## config.mk

```make
export PLATFORM = sky130hd
export DESIGN_NAME = acgc_top
export DESIGN_NICKNAME = d
export VERILOG_FILES = /design/src/acgc_pin_sync.v /design/src/acgc_top.v
export VERILOG_INCLUDE_DIRS = /design/src /design/src/src
export SDC_FILE = /design/constraint.sdc
export NUM_CORES = 1
export LEC_CHECK = 0
export BUFFER_PORTS_ARGS = -buffer_cell sky130_fd_sc_hd__buf_2
export CORE_MARGIN = 4
export CORE_UTILIZATION = 40
export CTS_CLUSTER_DIAMETER = 50
export DETAILED_ROUTE_END_ITERATION = 10
export HOLD_SLACK_MARGIN = 0.05
export SYNTH_ARGS = -nofsm -noshare
export SYNTH_HDL_FRONTEND = slang
export SYNTH_SLANG_ARGS = --single-unit
```

## constraint.sdc

```tcl
create_clock -name core_clk -period 3.73 [get_ports core_clk]
set_clock_uncertainty 0.2 [all_clocks]
set_input_delay 1.119 -clock core_clk [delete_from_list [all_inputs] [get_ports core_clk]]
set_output_delay 1.119 -clock core_clk [all_outputs]
set_load 0.03 [all_outputs]
```

## src/acgc_consts.vh

```
`ifndef ACGC_CONSTS_VH
`define ACGC_CONSTS_VH

// ---------------------------------------------------------------
// Register byte offsets
// ---------------------------------------------------------------
`define ACGC_OFF_SCAN_INTERVAL   8'h00
`define ACGC_OFF_SAMPLE_INTERVAL 8'h04
`define ACGC_OFF_TOTAL_SCAN      8'h08
`define ACGC_OFF_SAMPLES_PER     8'h0c
`define ACGC_OFF_TRIG_DELAY      8'h10
`define ACGC_OFF_PRETRIG_SCAN    8'h14
`define ACGC_OFF_GP_VALUE        8'h18
`define ACGC_OFF_UNUSED_A        8'h1c
`define ACGC_OFF_GP_CONTROL      8'h20
`define ACGC_OFF_UNUSED_B        8'h2c

// ---------------------------------------------------------------
// Register widths
// ---------------------------------------------------------------
`define ACGC_W_SCAN_INTERVAL     24
`define ACGC_W_SAMPLE_INTERVAL   16
`define ACGC_W_TOTAL_SCAN        24
`define ACGC_W_SAMPLES_PER       9
`define ACGC_W_TRIG_DELAY        16
`define ACGC_W_PRETRIG_SCAN      16
`define ACGC_W_GP                16
`define ACGC_W_GP_CONTROL        8

// ---------------------------------------------------------------
// Control register fields
// ---------------------------------------------------------------
`define ACGC_CTL_ENABLE_BIT      7
`define ACGC_CTL_SW_DIR_BIT      6
`define ACGC_CTL_DIR_SRC_BIT     5
`define ACGC_CTL_GATE_SRC_BIT    4
`define ACGC_CTL_CLK_SRC_BIT     3
`define ACGC_CTL_MODE_HI         1
`define ACGC_CTL_MODE_LO         0
`define ACGC_MODE_EVENT          2'h0
`define ACGC_MODE_PULSE          2'h1

// ---------------------------------------------------------------
// Reset values
// ---------------------------------------------------------------
`define ACGC_RST_COUNT           24'h000000
`define ACGC_RST_GP              16'h0000
`define ACGC_RST_SAMPLES_PER     9'h000
`define ACGC_RST_CONTROL         8'h00

// ---------------------------------------------------------------
// Timing
// ---------------------------------------------------------------
`define ACGC_CORE_CLK_MHZ        100
`define ACGC_TIMEBASE_MHZ        10
`define ACGC_TIMEBASE_DIV        (`ACGC_CORE_CLK_MHZ / `ACGC_TIMEBASE_MHZ)

`endif

```

## src/acgc_pin_sync.v

```verilog
`timescale 1ns/1ps
`default_nettype none

// ---------------------------------------------------------------
// Pin synchroniser with agreement filter
// ---------------------------------------------------------------
// A new level is accepted only once the second and third stages agree,
// so a single metastable sample never reaches the counter.
module acgc_pin_sync
(
	// Clock and reset
	input  wire core_clk,
	input  wire reset,
	// Pin side
	input  wire pin_in,
	// Core side
	output reg  level_r,
	output wire rise
);

	reg stage1_r;
	reg stage2_r;
	reg stage3_r;
	reg level_nxt;

	always @*
	begin
		level_nxt = level_r;
		if (stage2_r == stage3_r)
			level_nxt = stage3_r;
	end

	assign rise = level_nxt & ~level_r;

	always @(posedge core_clk)
	begin
		if (reset)
		begin
			stage1_r <= 1'b0;
			stage2_r <= 1'b0;
			stage3_r <= 1'b0;
			level_r  <= 1'b0;
		end
		else
		begin
			stage1_r <= pin_in;
			stage2_r <= stage1_r;
			stage3_r <= stage2_r;
			level_r  <= level_nxt;
		end
	end

endmodule

`default_nettype wire

```

## src/acgc_top.v

```verilog
// How it works
// - Register accesses are full 32-bit words only.
// - Scan interval 24-bit, sample interval 16-bit registers.
// - Total scan count, 24 bits, read/write.
// - Samples per scan, 9 bits, read/write.
// - Trigger delay count, used in delay mode.
// - Pre-trigger scans, used in pre/middle modes.
// - One 16-bit general counter at 0x18.
// - Writing the count loads its start value.
// - Reading the count returns present value.
// - Control register is write only, reads zero.
// - Bit 7 enables the general counter.
// - Bit 6 chooses up or down in event mode; pulse mode always counts down.
// - Bit 5 picks pin or software direction.
// - Bit 4 picks pin gate or enable.
// - Bit 3 picks pin clock or timebase.
// - Bits 1:0 select event or pulse mode.
// - Counter result drives the output pin.
`timescale 1ns/1ps
`default_nettype none
`include "acgc_consts.vh"

module acgc_top
#(
	parameter TIMEBASE_DIV = `ACGC_TIMEBASE_DIV
)
(
	// Clock and reset
	input  wire        core_clk,
	input  wire        reset,
	// Register port
	input  wire [7:0]  reg_addr,
	input  wire [3:0]  reg_be,
	input  wire        reg_wr,
	input  wire        reg_rd,
	input  wire [31:0] reg_wdata,
	output reg  [31:0] reg_rdata,
	output reg         reg_rvalid,
	// Acquisition sequencer side
	input  wire        delay_trigger_mode,
	input  wire        pre_mid_trigger_mode,
	output wire [23:0] scan_interval_value,
	output wire [15:0] sample_interval_value,
	output wire [23:0] total_scan_value,
	output wire [8:0]  samples_per_scan_value,
	output wire [15:0] trigger_delay_value,
	output wire [15:0] pretrigger_scan_value,
	// Counter pins
	input  wire        ext_counter_clock_pin,
	input  wire        ext_counter_gate_pin,
	input  wire        ext_counter_direction_pin,
	output reg         counter_output_pin
);

	// ---------------------------------------------------------------
	// Address decode
	// ---------------------------------------------------------------
	function hit;
		input [7:0] addr;
		input [7:0] offset;
		begin
			hit = (addr == offset);
		end
	endfunction

	// Partial-width accesses are dropped whole, never merged.
	wire full_word = (reg_be == 4'hf);
	wire wr_ok     = reg_wr & full_word;
	wire rd_ok     = reg_rd & full_word;

	// ---------------------------------------------------------------
	// Acquisition timing registers
	// ---------------------------------------------------------------
	reg [`ACGC_W_SCAN_INTERVAL-1:0]   scan_interval_count_r;
	reg [`ACGC_W_SAMPLE_INTERVAL-1:0] sample_interval_count_r;
	reg [`ACGC_W_TOTAL_SCAN-1:0]      total_scan_count_r;
	reg [`ACGC_W_SAMPLES_PER-1:0]     samples_per_scan_count_r;
	reg [`ACGC_W_TRIG_DELAY-1:0]      trigger_delay_count_r;
	reg [`ACGC_W_PRETRIG_SCAN-1:0]    pretrigger_scan_count_r;
	reg [`ACGC_W_GP_CONTROL-1:0]      general_counter_control_r;

	always @(posedge core_clk)
	begin
		if (reset)
		begin
			scan_interval_count_r     <= `ACGC_RST_COUNT;
			sample_interval_count_r   <= `ACGC_RST_GP;
			total_scan_count_r        <= `ACGC_RST_COUNT;
			samples_per_scan_count_r  <= `ACGC_RST_SAMPLES_PER;
			trigger_delay_count_r     <= `ACGC_RST_GP;
			pretrigger_scan_count_r   <= `ACGC_RST_GP;
			general_counter_control_r <= `ACGC_RST_CONTROL;
		end
		else if (wr_ok)
		begin
			if (hit(reg_addr, `ACGC_OFF_SCAN_INTERVAL))
				scan_interval_count_r <= reg_wdata[23:0];
			if (hit(reg_addr, `ACGC_OFF_SAMPLE_INTERVAL))
				sample_interval_count_r <= reg_wdata[15:0];
			if (hit(reg_addr, `ACGC_OFF_TOTAL_SCAN))
				total_scan_count_r <= reg_wdata[23:0];
			if (hit(reg_addr, `ACGC_OFF_SAMPLES_PER))
				samples_per_scan_count_r <= reg_wdata[8:0];
			if (hit(reg_addr, `ACGC_OFF_TRIG_DELAY))
				trigger_delay_count_r <= reg_wdata[15:0];
			if (hit(reg_addr, `ACGC_OFF_PRETRIG_SCAN))
				pretrigger_scan_count_r <= reg_wdata[15:0];
			if (hit(reg_addr, `ACGC_OFF_GP_CONTROL))
				general_counter_control_r <= reg_wdata[7:0];
		end
	end

	assign scan_interval_value    = scan_interval_count_r;
	assign sample_interval_value  = sample_interval_count_r;
	assign total_scan_value       = total_scan_count_r;
	assign samples_per_scan_value = samples_per_scan_count_r;
	// The delay only reaches the sequencer in delay trigger mode.
	assign trigger_delay_value = delay_trigger_mode ?
		trigger_delay_count_r : 16'h0000;
	assign pretrigger_scan_value = pre_mid_trigger_mode ?
		pretrigger_scan_count_r : 16'h0000;

	// ---------------------------------------------------------------
	// Control fields
	// ---------------------------------------------------------------
	wire       ctl_enable  = general_counter_control_r[`ACGC_CTL_ENABLE_BIT];
	wire       sw_count_direction =
		general_counter_control_r[`ACGC_CTL_SW_DIR_BIT];
	wire       direction_source_select =
		general_counter_control_r[`ACGC_CTL_DIR_SRC_BIT];
	wire       gate_source_select =
		general_counter_control_r[`ACGC_CTL_GATE_SRC_BIT];
	wire       clock_source_select =
		general_counter_control_r[`ACGC_CTL_CLK_SRC_BIT];
	wire [1:0] counter_mode_select = general_counter_control_r[
		`ACGC_CTL_MODE_HI:`ACGC_CTL_MODE_LO];

	// ---------------------------------------------------------------
	// Pin synchronisers
	// ---------------------------------------------------------------
	wire [2:0] pin_raw;
	wire [2:0] pin_level;
	wire [2:0] pin_rise;

	assign pin_raw = {ext_counter_direction_pin, ext_counter_gate_pin,
		ext_counter_clock_pin};

	genvar gi;
	generate
		for (gi = 0; gi < 3; gi = gi + 1)
		begin : g_sync
			acgc_pin_sync u_sync
			(
				.core_clk (core_clk),
				.reset    (reset),
				.pin_in   (pin_raw[gi]),
				.level_r  (pin_level[gi]),
				.rise     (pin_rise[gi])
			);
		end
	endgenerate

	// ---------------------------------------------------------------
	// Internal timebase
	// ---------------------------------------------------------------
	localparam integer TB_LAST_INT = TIMEBASE_DIV - 1;
	localparam [15:0]  TB_LAST     = TB_LAST_INT[15:0];

	reg [15:0] timebase_cnt_r;
	wire       timebase_tick = (timebase_cnt_r == TB_LAST);

	always @(posedge core_clk)
	begin
		if (reset || timebase_tick)
			timebase_cnt_r <= 16'h0000;
		else
			timebase_cnt_r <= timebase_cnt_r + 16'h0001;
	end

	// ---------------------------------------------------------------
	// General counter
	// ---------------------------------------------------------------
	// The external clock counts on its rising edge after filtering, so
	// it must stay below a quarter of the core clock rate.
	wire count_edge = clock_source_select ?
		pin_rise[0] : timebase_tick;
	wire gate_open  = gate_source_select ?
		pin_level[1] : 1'b1;
	wire count_up   = direction_source_select ?
		pin_level[2] : sw_count_direction;
	wire step = ctl_enable & gate_open & count_edge;

	reg [`ACGC_W_GP-1:0] general_count_bits_r;
	reg [`ACGC_W_GP-1:0] general_count_bits_nxt;
	reg [`ACGC_W_GP-1:0] start_count_r;
	reg                  counter_output_nxt;

	wire gp_load = wr_ok & hit(reg_addr, `ACGC_OFF_GP_VALUE);

	always @*
	begin
		general_count_bits_nxt = general_count_bits_r;
		counter_output_nxt     = 1'b0;
		if (gp_load)
			general_count_bits_nxt = reg_wdata[15:0];
		else if (step)
		begin
			case (counter_mode_select)
				`ACGC_MODE_EVENT:
				begin
					if (count_up)
						general_count_bits_nxt =
							general_count_bits_r + 16'h0001;
					else
						general_count_bits_nxt =
							general_count_bits_r - 16'h0001;
					counter_output_nxt =
						(general_count_bits_nxt == 16'h0000);
				end
				`ACGC_MODE_PULSE:
				begin
					// Counts down to zero, pulses, and restarts from the
					// loaded value, giving a periodic pulse train.
					if (general_count_bits_r == 16'h0000)
					begin
						general_count_bits_nxt = start_count_r;
						counter_output_nxt     = 1'b1;
					end
					else
						general_count_bits_nxt =
							general_count_bits_r - 16'h0001;
				end
				default:
					general_count_bits_nxt = general_count_bits_r;
			endcase
		end
	end

	always @(posedge core_clk)
	begin
		if (reset)
		begin
			general_count_bits_r <= `ACGC_RST_GP;
			start_count_r        <= `ACGC_RST_GP;
			counter_output_pin   <= 1'b0;
		end
		else
		begin
			general_count_bits_r <= general_count_bits_nxt;
			counter_output_pin   <= counter_output_nxt;
			if (gp_load)
				start_count_r <= reg_wdata[15:0];
		end
	end

	// ---------------------------------------------------------------
	// Read path
	// ---------------------------------------------------------------
	reg [31:0] rdata_nxt;

	always @*
	begin
		rdata_nxt = 32'h00000000;
		case (reg_addr)
			`ACGC_OFF_SCAN_INTERVAL:
				rdata_nxt = {8'h00, scan_interval_count_r};
			`ACGC_OFF_SAMPLE_INTERVAL:
				rdata_nxt = {16'h0000, sample_interval_count_r};
			`ACGC_OFF_TOTAL_SCAN:
				rdata_nxt = {8'h00, total_scan_count_r};
			`ACGC_OFF_SAMPLES_PER:
				rdata_nxt = {23'h000000, samples_per_scan_count_r};
			`ACGC_OFF_TRIG_DELAY:
				rdata_nxt = {16'h0000, trigger_delay_count_r};
			`ACGC_OFF_PRETRIG_SCAN:
				rdata_nxt = {16'h0000, pretrigger_scan_count_r};
			`ACGC_OFF_GP_VALUE:
				rdata_nxt = {16'h0000, general_count_bits_r};
			`ACGC_OFF_GP_CONTROL:
				rdata_nxt = 32'h00000000;
			`ACGC_OFF_UNUSED_A,
			`ACGC_OFF_UNUSED_B:
				rdata_nxt = 32'h00000000;
			default:
				rdata_nxt = 32'h00000000;
		endcase
	end

	always @(posedge core_clk)
	begin
		if (reset)
		begin
			reg_rdata  <= 32'h00000000;
			reg_rvalid <= 1'b0;
		end
		else
		begin
			reg_rvalid <= rd_ok;
			if (rd_ok)
				reg_rdata <= rdata_nxt;
		end
	end

endmodule

`default_nettype wire

```

=== Word level (Yosys, flattened, before mapping) ===
Cells that the tools add are included.

* Flip-flop bits (word level): 207
* Output and inout port bits: 139

* Add/subtract/negate cells: 3
* Bitwise gates (word level): 8
* Reduce and logical (&&, ||, !) cells: 16
* Multiplexer cells: 17
* Equal/unequal tests: 13

{| class="wikitable"
|+ Operators with widths
! cell !! number
|-
| 24-bit one-hot mux with 7 select lines || 1
|-
| 16-bit two-way mux || 9
|-
| 16-bit by 1-bit adder with 16-bit output (second input constant) || 2
|-
| 16-bit logical NOT || 2
|-
| 16-bit one-hot mux with 2 select lines || 1
|-
| 8-bit by 5-bit == test with 1-bit output (second input constant) || 3
|-
| 16-bit by 4-bit == test with 1-bit output (second input constant) || 1
|-
| 8-bit by 4-bit == test with 1-bit output (second input constant) || 2
|-
| 2-bit AND reduction || 8
|-
| 16-bit by 1-bit subtractor with 16-bit output (second input constant) || 1
|-
| 8-bit by 3-bit == test with 1-bit output (second input constant) || 1
|-
| 8-bit by 6-bit == test with 1-bit output (second input constant) || 1
|-
| 8-bit logical NOT || 1
|-
| 1-bit bitwise AND || 6
|-
| 1-bit two-way mux || 5
|-
| 4-bit == test (second input constant) || 1
|-
| 1-bit == test || 3
|-
| 3-bit nonzero test || 1
|-
| 3-bit OR reduction || 1
|-
| 2-bit by 1-bit == test with 1-bit output (second input constant) || 1
|-
| 2-bit logical NOT || 1
|-
| 1-bit inverter || 2
|-
| 1-bit one-hot mux with 2 select lines || 1
|-
| 2-bit nonzero test || 1
|-
| 1-bit logical OR || 1
|}

=== Logic depth before layout (Yosys ltp) ===
* Word-level depth: 10
* Mapped depth: 10
* Depth with buffers taken out: 8

=== By module ===
A second synthesis with hierarchy kept.

* Cell total of the unflattened synthesis: 1,189
* Area, all modules: 9,288.9 µm²

{| class="wikitable"
|+ By module, submodules not included
! module !! cells each !! area an instance (µm²) !! instances
|-
| acgc_top || 1,153 || 8,928.6 || 1
|-
| acgc_pin_sync || 12 || 120.1 || 3
|}

=== Worst setup path before layout ===
OpenSTA, ideal clock, no wires.

* Kind: input-to-reg
* Start: input reg_addr[5]
* End: register samples_per_scan_count_r[0], in the netlist samples_per_scan_value[0]
* Buffers on the path: 2
* Stages: 7
* Arrival: 3.006 ns
* Data required time: 3.398 ns
* Setup time: 0.132 ns
* Slack: 0.391 ns
* Path through: or4_1 -> clkbuf_1 -> nor4_2 -> clkbuf_1 -> nand2_1 -> nand2_1 -> a21oi_1

* Cells in the longest elaborated chain, start to end: 2

{| class="wikitable"
|+ RTL lines
! element !! RTL line !! RTL
|-
| start: declaration || acgc_top.v:32 || <nowiki>input wire [7:0] reg_addr,</nowiki>
|-
| 8-bit by 4-bit == test with 1-bit output || acgc_top.v:62 || <nowiki>hit = (addr == offset);</nowiki>
|-
| 2-bit AND reduction (no line) || - ||
|-
| end signal: assignment || acgc_top.v:89 || <nowiki>samples_per_scan_count_r <= `ACGC_RST_SAMPLES_PER;</nowiki>
|-
| end signal: assignment || acgc_top.v:103 || <nowiki>samples_per_scan_count_r <= reg_wdata[8:0];</nowiki>
|-
| end: declaration || acgc_top.v:77 || <nowiki>reg [`ACGC_W_SAMPLES_PER-1:0] samples_per_scan_count_r;</nowiki>
|}

No other way between the ends.
A chain may end at the register's enable or synchronous reset.

=== Final worst setup path ===
* Start: input pre_mid_trigger_mode
* End: output pretrigger_scan_value[14]

* Cells in the longest elaborated chain, start to end: 1

{| class="wikitable"
|+ RTL lines
! element !! RTL line !! RTL
|-
| start: declaration || acgc_top.v:41 || <nowiki>input wire pre_mid_trigger_mode,</nowiki>
|-
| 16-bit two-way mux || acgc_top.v:120 || <nowiki>assign pretrigger_scan_value = pre_mid_trigger_mode ?</nowiki>
|-
| end: declaration || acgc_top.v:47 || <nowiki>output wire [15:0] pretrigger_scan_value,</nowiki>
|}

No other way between the ends.

==> qor.txt <==
Starting density of the core -> 41.0%
CTS max path bufs -> 2
R2r setup slk -> 0.62 ns
# port buffers -> 175
Multiplexer area fraction after synthesis -> 1.52%
Post-Syn Area -> 9380 um^2
Reg clk slew, reported paths -> 0.08 ns
CP Data Arrival Time -> 1.87 ns
Hold Crit Depth -> 1
Vias per inst -> 5.69
Post-synthesis sequential area ratio -> 42.3%
P&R area growth vs syn -> 19.9%
Core ar. -> 22800 um^2
Number of fillers in the final layout -> 2323
#FFs+latches synth -> 198
Post-Synth Simple-Gate Area -> 28.0%
GP Congestion -> 0.925
Synth Flop Type -> dfxtp_1
Pwr dens -> 370 nW/um^2
Slew Limit Headroom -> 35.8%
RR Endpoint -> counter_output_pin$_SDFF_PP0_
Top-level port count -> 192
Detailed-route via count -> 9510
Synth Area in Compound Gates -> 20.0%
DR DRC count -> 0
Setup TNS -> 0 ns
NumNets Final -> 1404
Outcome -> completed
Final Slew Violations -> 0
Synth Area in XOR/XNOR -> 2.24%
EDFF count, synth -> 0
WP data required -> 2.41 ns
Netlist cell types -> 74
Async set-reset flop share out of synthesis -> 0%
Mapped Cells -> 1211
# setup viols final -> 0
Initial antenna violation count -> 2
Tcrit/Tclk final -> 85.5%
First-pass GRT wire length -> 49000 um
Worst Setup End Kind -> output port
Layout cells sized above 1 -> 20.1%
Initial DRC Count -> 983
CTS tree -> built
LEAKAGE -> 4.47 nW
Num CTS Buffers -> 17
Reg area -> 3960 um^2
Hold Fails Final Rpt -> 0
Drt wl/cell -> 19.0 um
Critical path type -> in -> out
R2R depth -> 8
ANT cells -> 0
Post-CTS setup buffers -> 0
Yosys warnings -> 0
Max Cap Viol -> 0
1st-pass router iterations -> 7
Multi-input gate area -> 4980 um^2
Sink Count -> 198
Hold buffers post-CTS -> 0
Routed Antenna Nets -> 0
Worst slew pin tran -> 0.963 ns
Number of global-route vias before repair -> 8526
Total track usage -> 23.5%
Post-Synth Adder-Cell Area -> 0.667%
Worst R2R Start -> general_count_bits_r[1]$_SDFFE_PP0P_
Largest net degree at the start of global routing -> 163
FMAX -> 314 MHz
Critical path startpoint category -> input port
Root Buffer -> clkbuf_16
Synthesized area per cell -> 7.74 um^2
Total wire length -> 31800 um
Main combinational cell family by area after synthesis -> simple AND/OR/NAND/NOR gates
Site Rows -> 55
Most frequent cells in the layout -> nand2_1 (268), dfxtp_1 (198), buf_2 (174)
Max FO, Critical Path -> 16
Hpwl dp -> 22100 um
Die Ht -> 161 um
Hold Crit Class -> reg -> reg
Max VDD drop -> 260 uV
Grt total ovfl -> 0
Die ar. -> 26000 um^2
Post-route total power -> 0.00416 W
Die X -> 161 um
Commonest non-fill, non-tap cell in the layout -> nand2_1
H-tree depth -> 4
Clk_lat worst skew -> 0.45 ns
Post_cts resized -> 0
Worst Hold End -> g_sync[2].u_sync.stage2_r$_SDFF_PP0_
RSZ-0062 raised after global routing -> false
Hold path start -> g_sync[2].u_sync.stage1_r$_SDFF_PP0_
Period minus WS final -> 3.19 ns
==> worst max-delay path: stages <==
cell	delay, ns
buf_2	0.29
and2_1	0.24
buf_2	0.22
==> through the flow <==
step | worst slack [ns] | instances | hold WS, ns | area, um^2 | util, %
final | 0.541 | 1672 | 0.238 | 11200 | 49.2
after detailed placement | 0.237 | 1640 | 0.225 | 10600 | 46.5
after floorplan | 0.391 | 1218 | 0.214 | 9400 | -
after global placement | 0.250 | 1640 | 0.219 | 10600 | 46.5
after CTS | 0.552 | 1672 | 0.244 | 11200 | 49.2
after global routing | 0.388 | 1672 | 0.262 | 11200 | 49.2
==> synthesized netlist by cell type, types with 15 or more instances <==
cell type,count,area [um^2]
nand2_1,268,1010
dfxtp_1,198,3960
a21oi_1,140,701
clkbuf_1,93,349
nor2_1,78,293
a22oi_1,64,480
nand3_1,45,225
and2_1,35,219
nor3_1,26,130
o21ai_0,24,120
nand4_1,17,106
xnor2_1,15,131
==> power breakdown <==
part           leakage [nW]  internal [W]  switching, W  total (W)
logic                  2.57     0.0000327      0.000107   0.000140
clock network         0.297      0.000930      0.000971    0.00190
registers              1.60       0.00212    0.00000458    0.00212
total                  4.47       0.00308       0.00108    0.00416
==> sequential cells by signal (all words and copies together), names as in the netlist <==
signal and flops:
pretrigger_scan_count_r 16, reg_rvalid 1, general_counter_control_r 7, sample_interval_value 16, reg_rdata 24, general_count_bits_r 16
timebase_cnt_r 16, counter_output_pin 1, total_scan_value 24, g_sync.u_sync.stage1_r 3, g_sync.u_sync.level_r 3, samples_per_scan_value 9
g_sync.u_sync.stage3_r 3, start_count_r 16, g_sync.u_sync.stage2_r 3, scan_interval_value 24, trigger_delay_count_r 16
==> routing by layer <==
layer  track usage [%]  part of all wire (%)  vias up
li1                  -                     -     4519
met1              32.8                    45     4519
met2              36.7                    45      425
met3              5.31                   8.8       43
met4              6.13                   1.7        4
met5                 0                 0.072        -
==> cell families (layout without fill, tap and decap cells) <==
group | Yosys count | count (layout)
other cells | 1 | 8
compound gates | 295 | 295
mux | 14 | 14
simple gates | 555 | 555
xor+xnor | 24 | 24
flops | 198 | 198
buf+inv | 119 | 260
fa+ha+maj | 5 | 5
==> worst max path at each step <==
stage	start	end	slack, ns	cells past startpoint
finish	pre_mid_trigger_mode	pretrigger_scan_value[14]	0.54	3
CTS	pre_mid_trigger_mode	pretrigger_scan_value[14]	0.55	3
floorplan	reg_addr[5]	samples_per_scan_value[0]$_SDFFE_PP0P_	0.39	7
detailed placement	reg_addr[5]	trigger_delay_count_r[2]$_SDFFE_PP0P_	0.24	7
global placement	reg_addr[5]	trigger_delay_count_r[11]$_SDFFE_PP0P_	0.25	7
global route	general_count_bits_r[1]$_SDFFE_PP0P_	counter_output_pin$_SDFF_PP0_	0.39	9
==> area by class of cell <==
class | instances | share of cell area (%)
Clock inverter | 14 | 1.58
Timing Repair Buffer | 218 | 11.2
Tap cell | 313 | 3.48
Sequential cell | 198 | 35.2
Inverter | 10 | 0.334
Clock buffer | 18 | 3.91
Multi-Input combinational cell | 901 | 44.3
(Power assumes the default switching activity.)
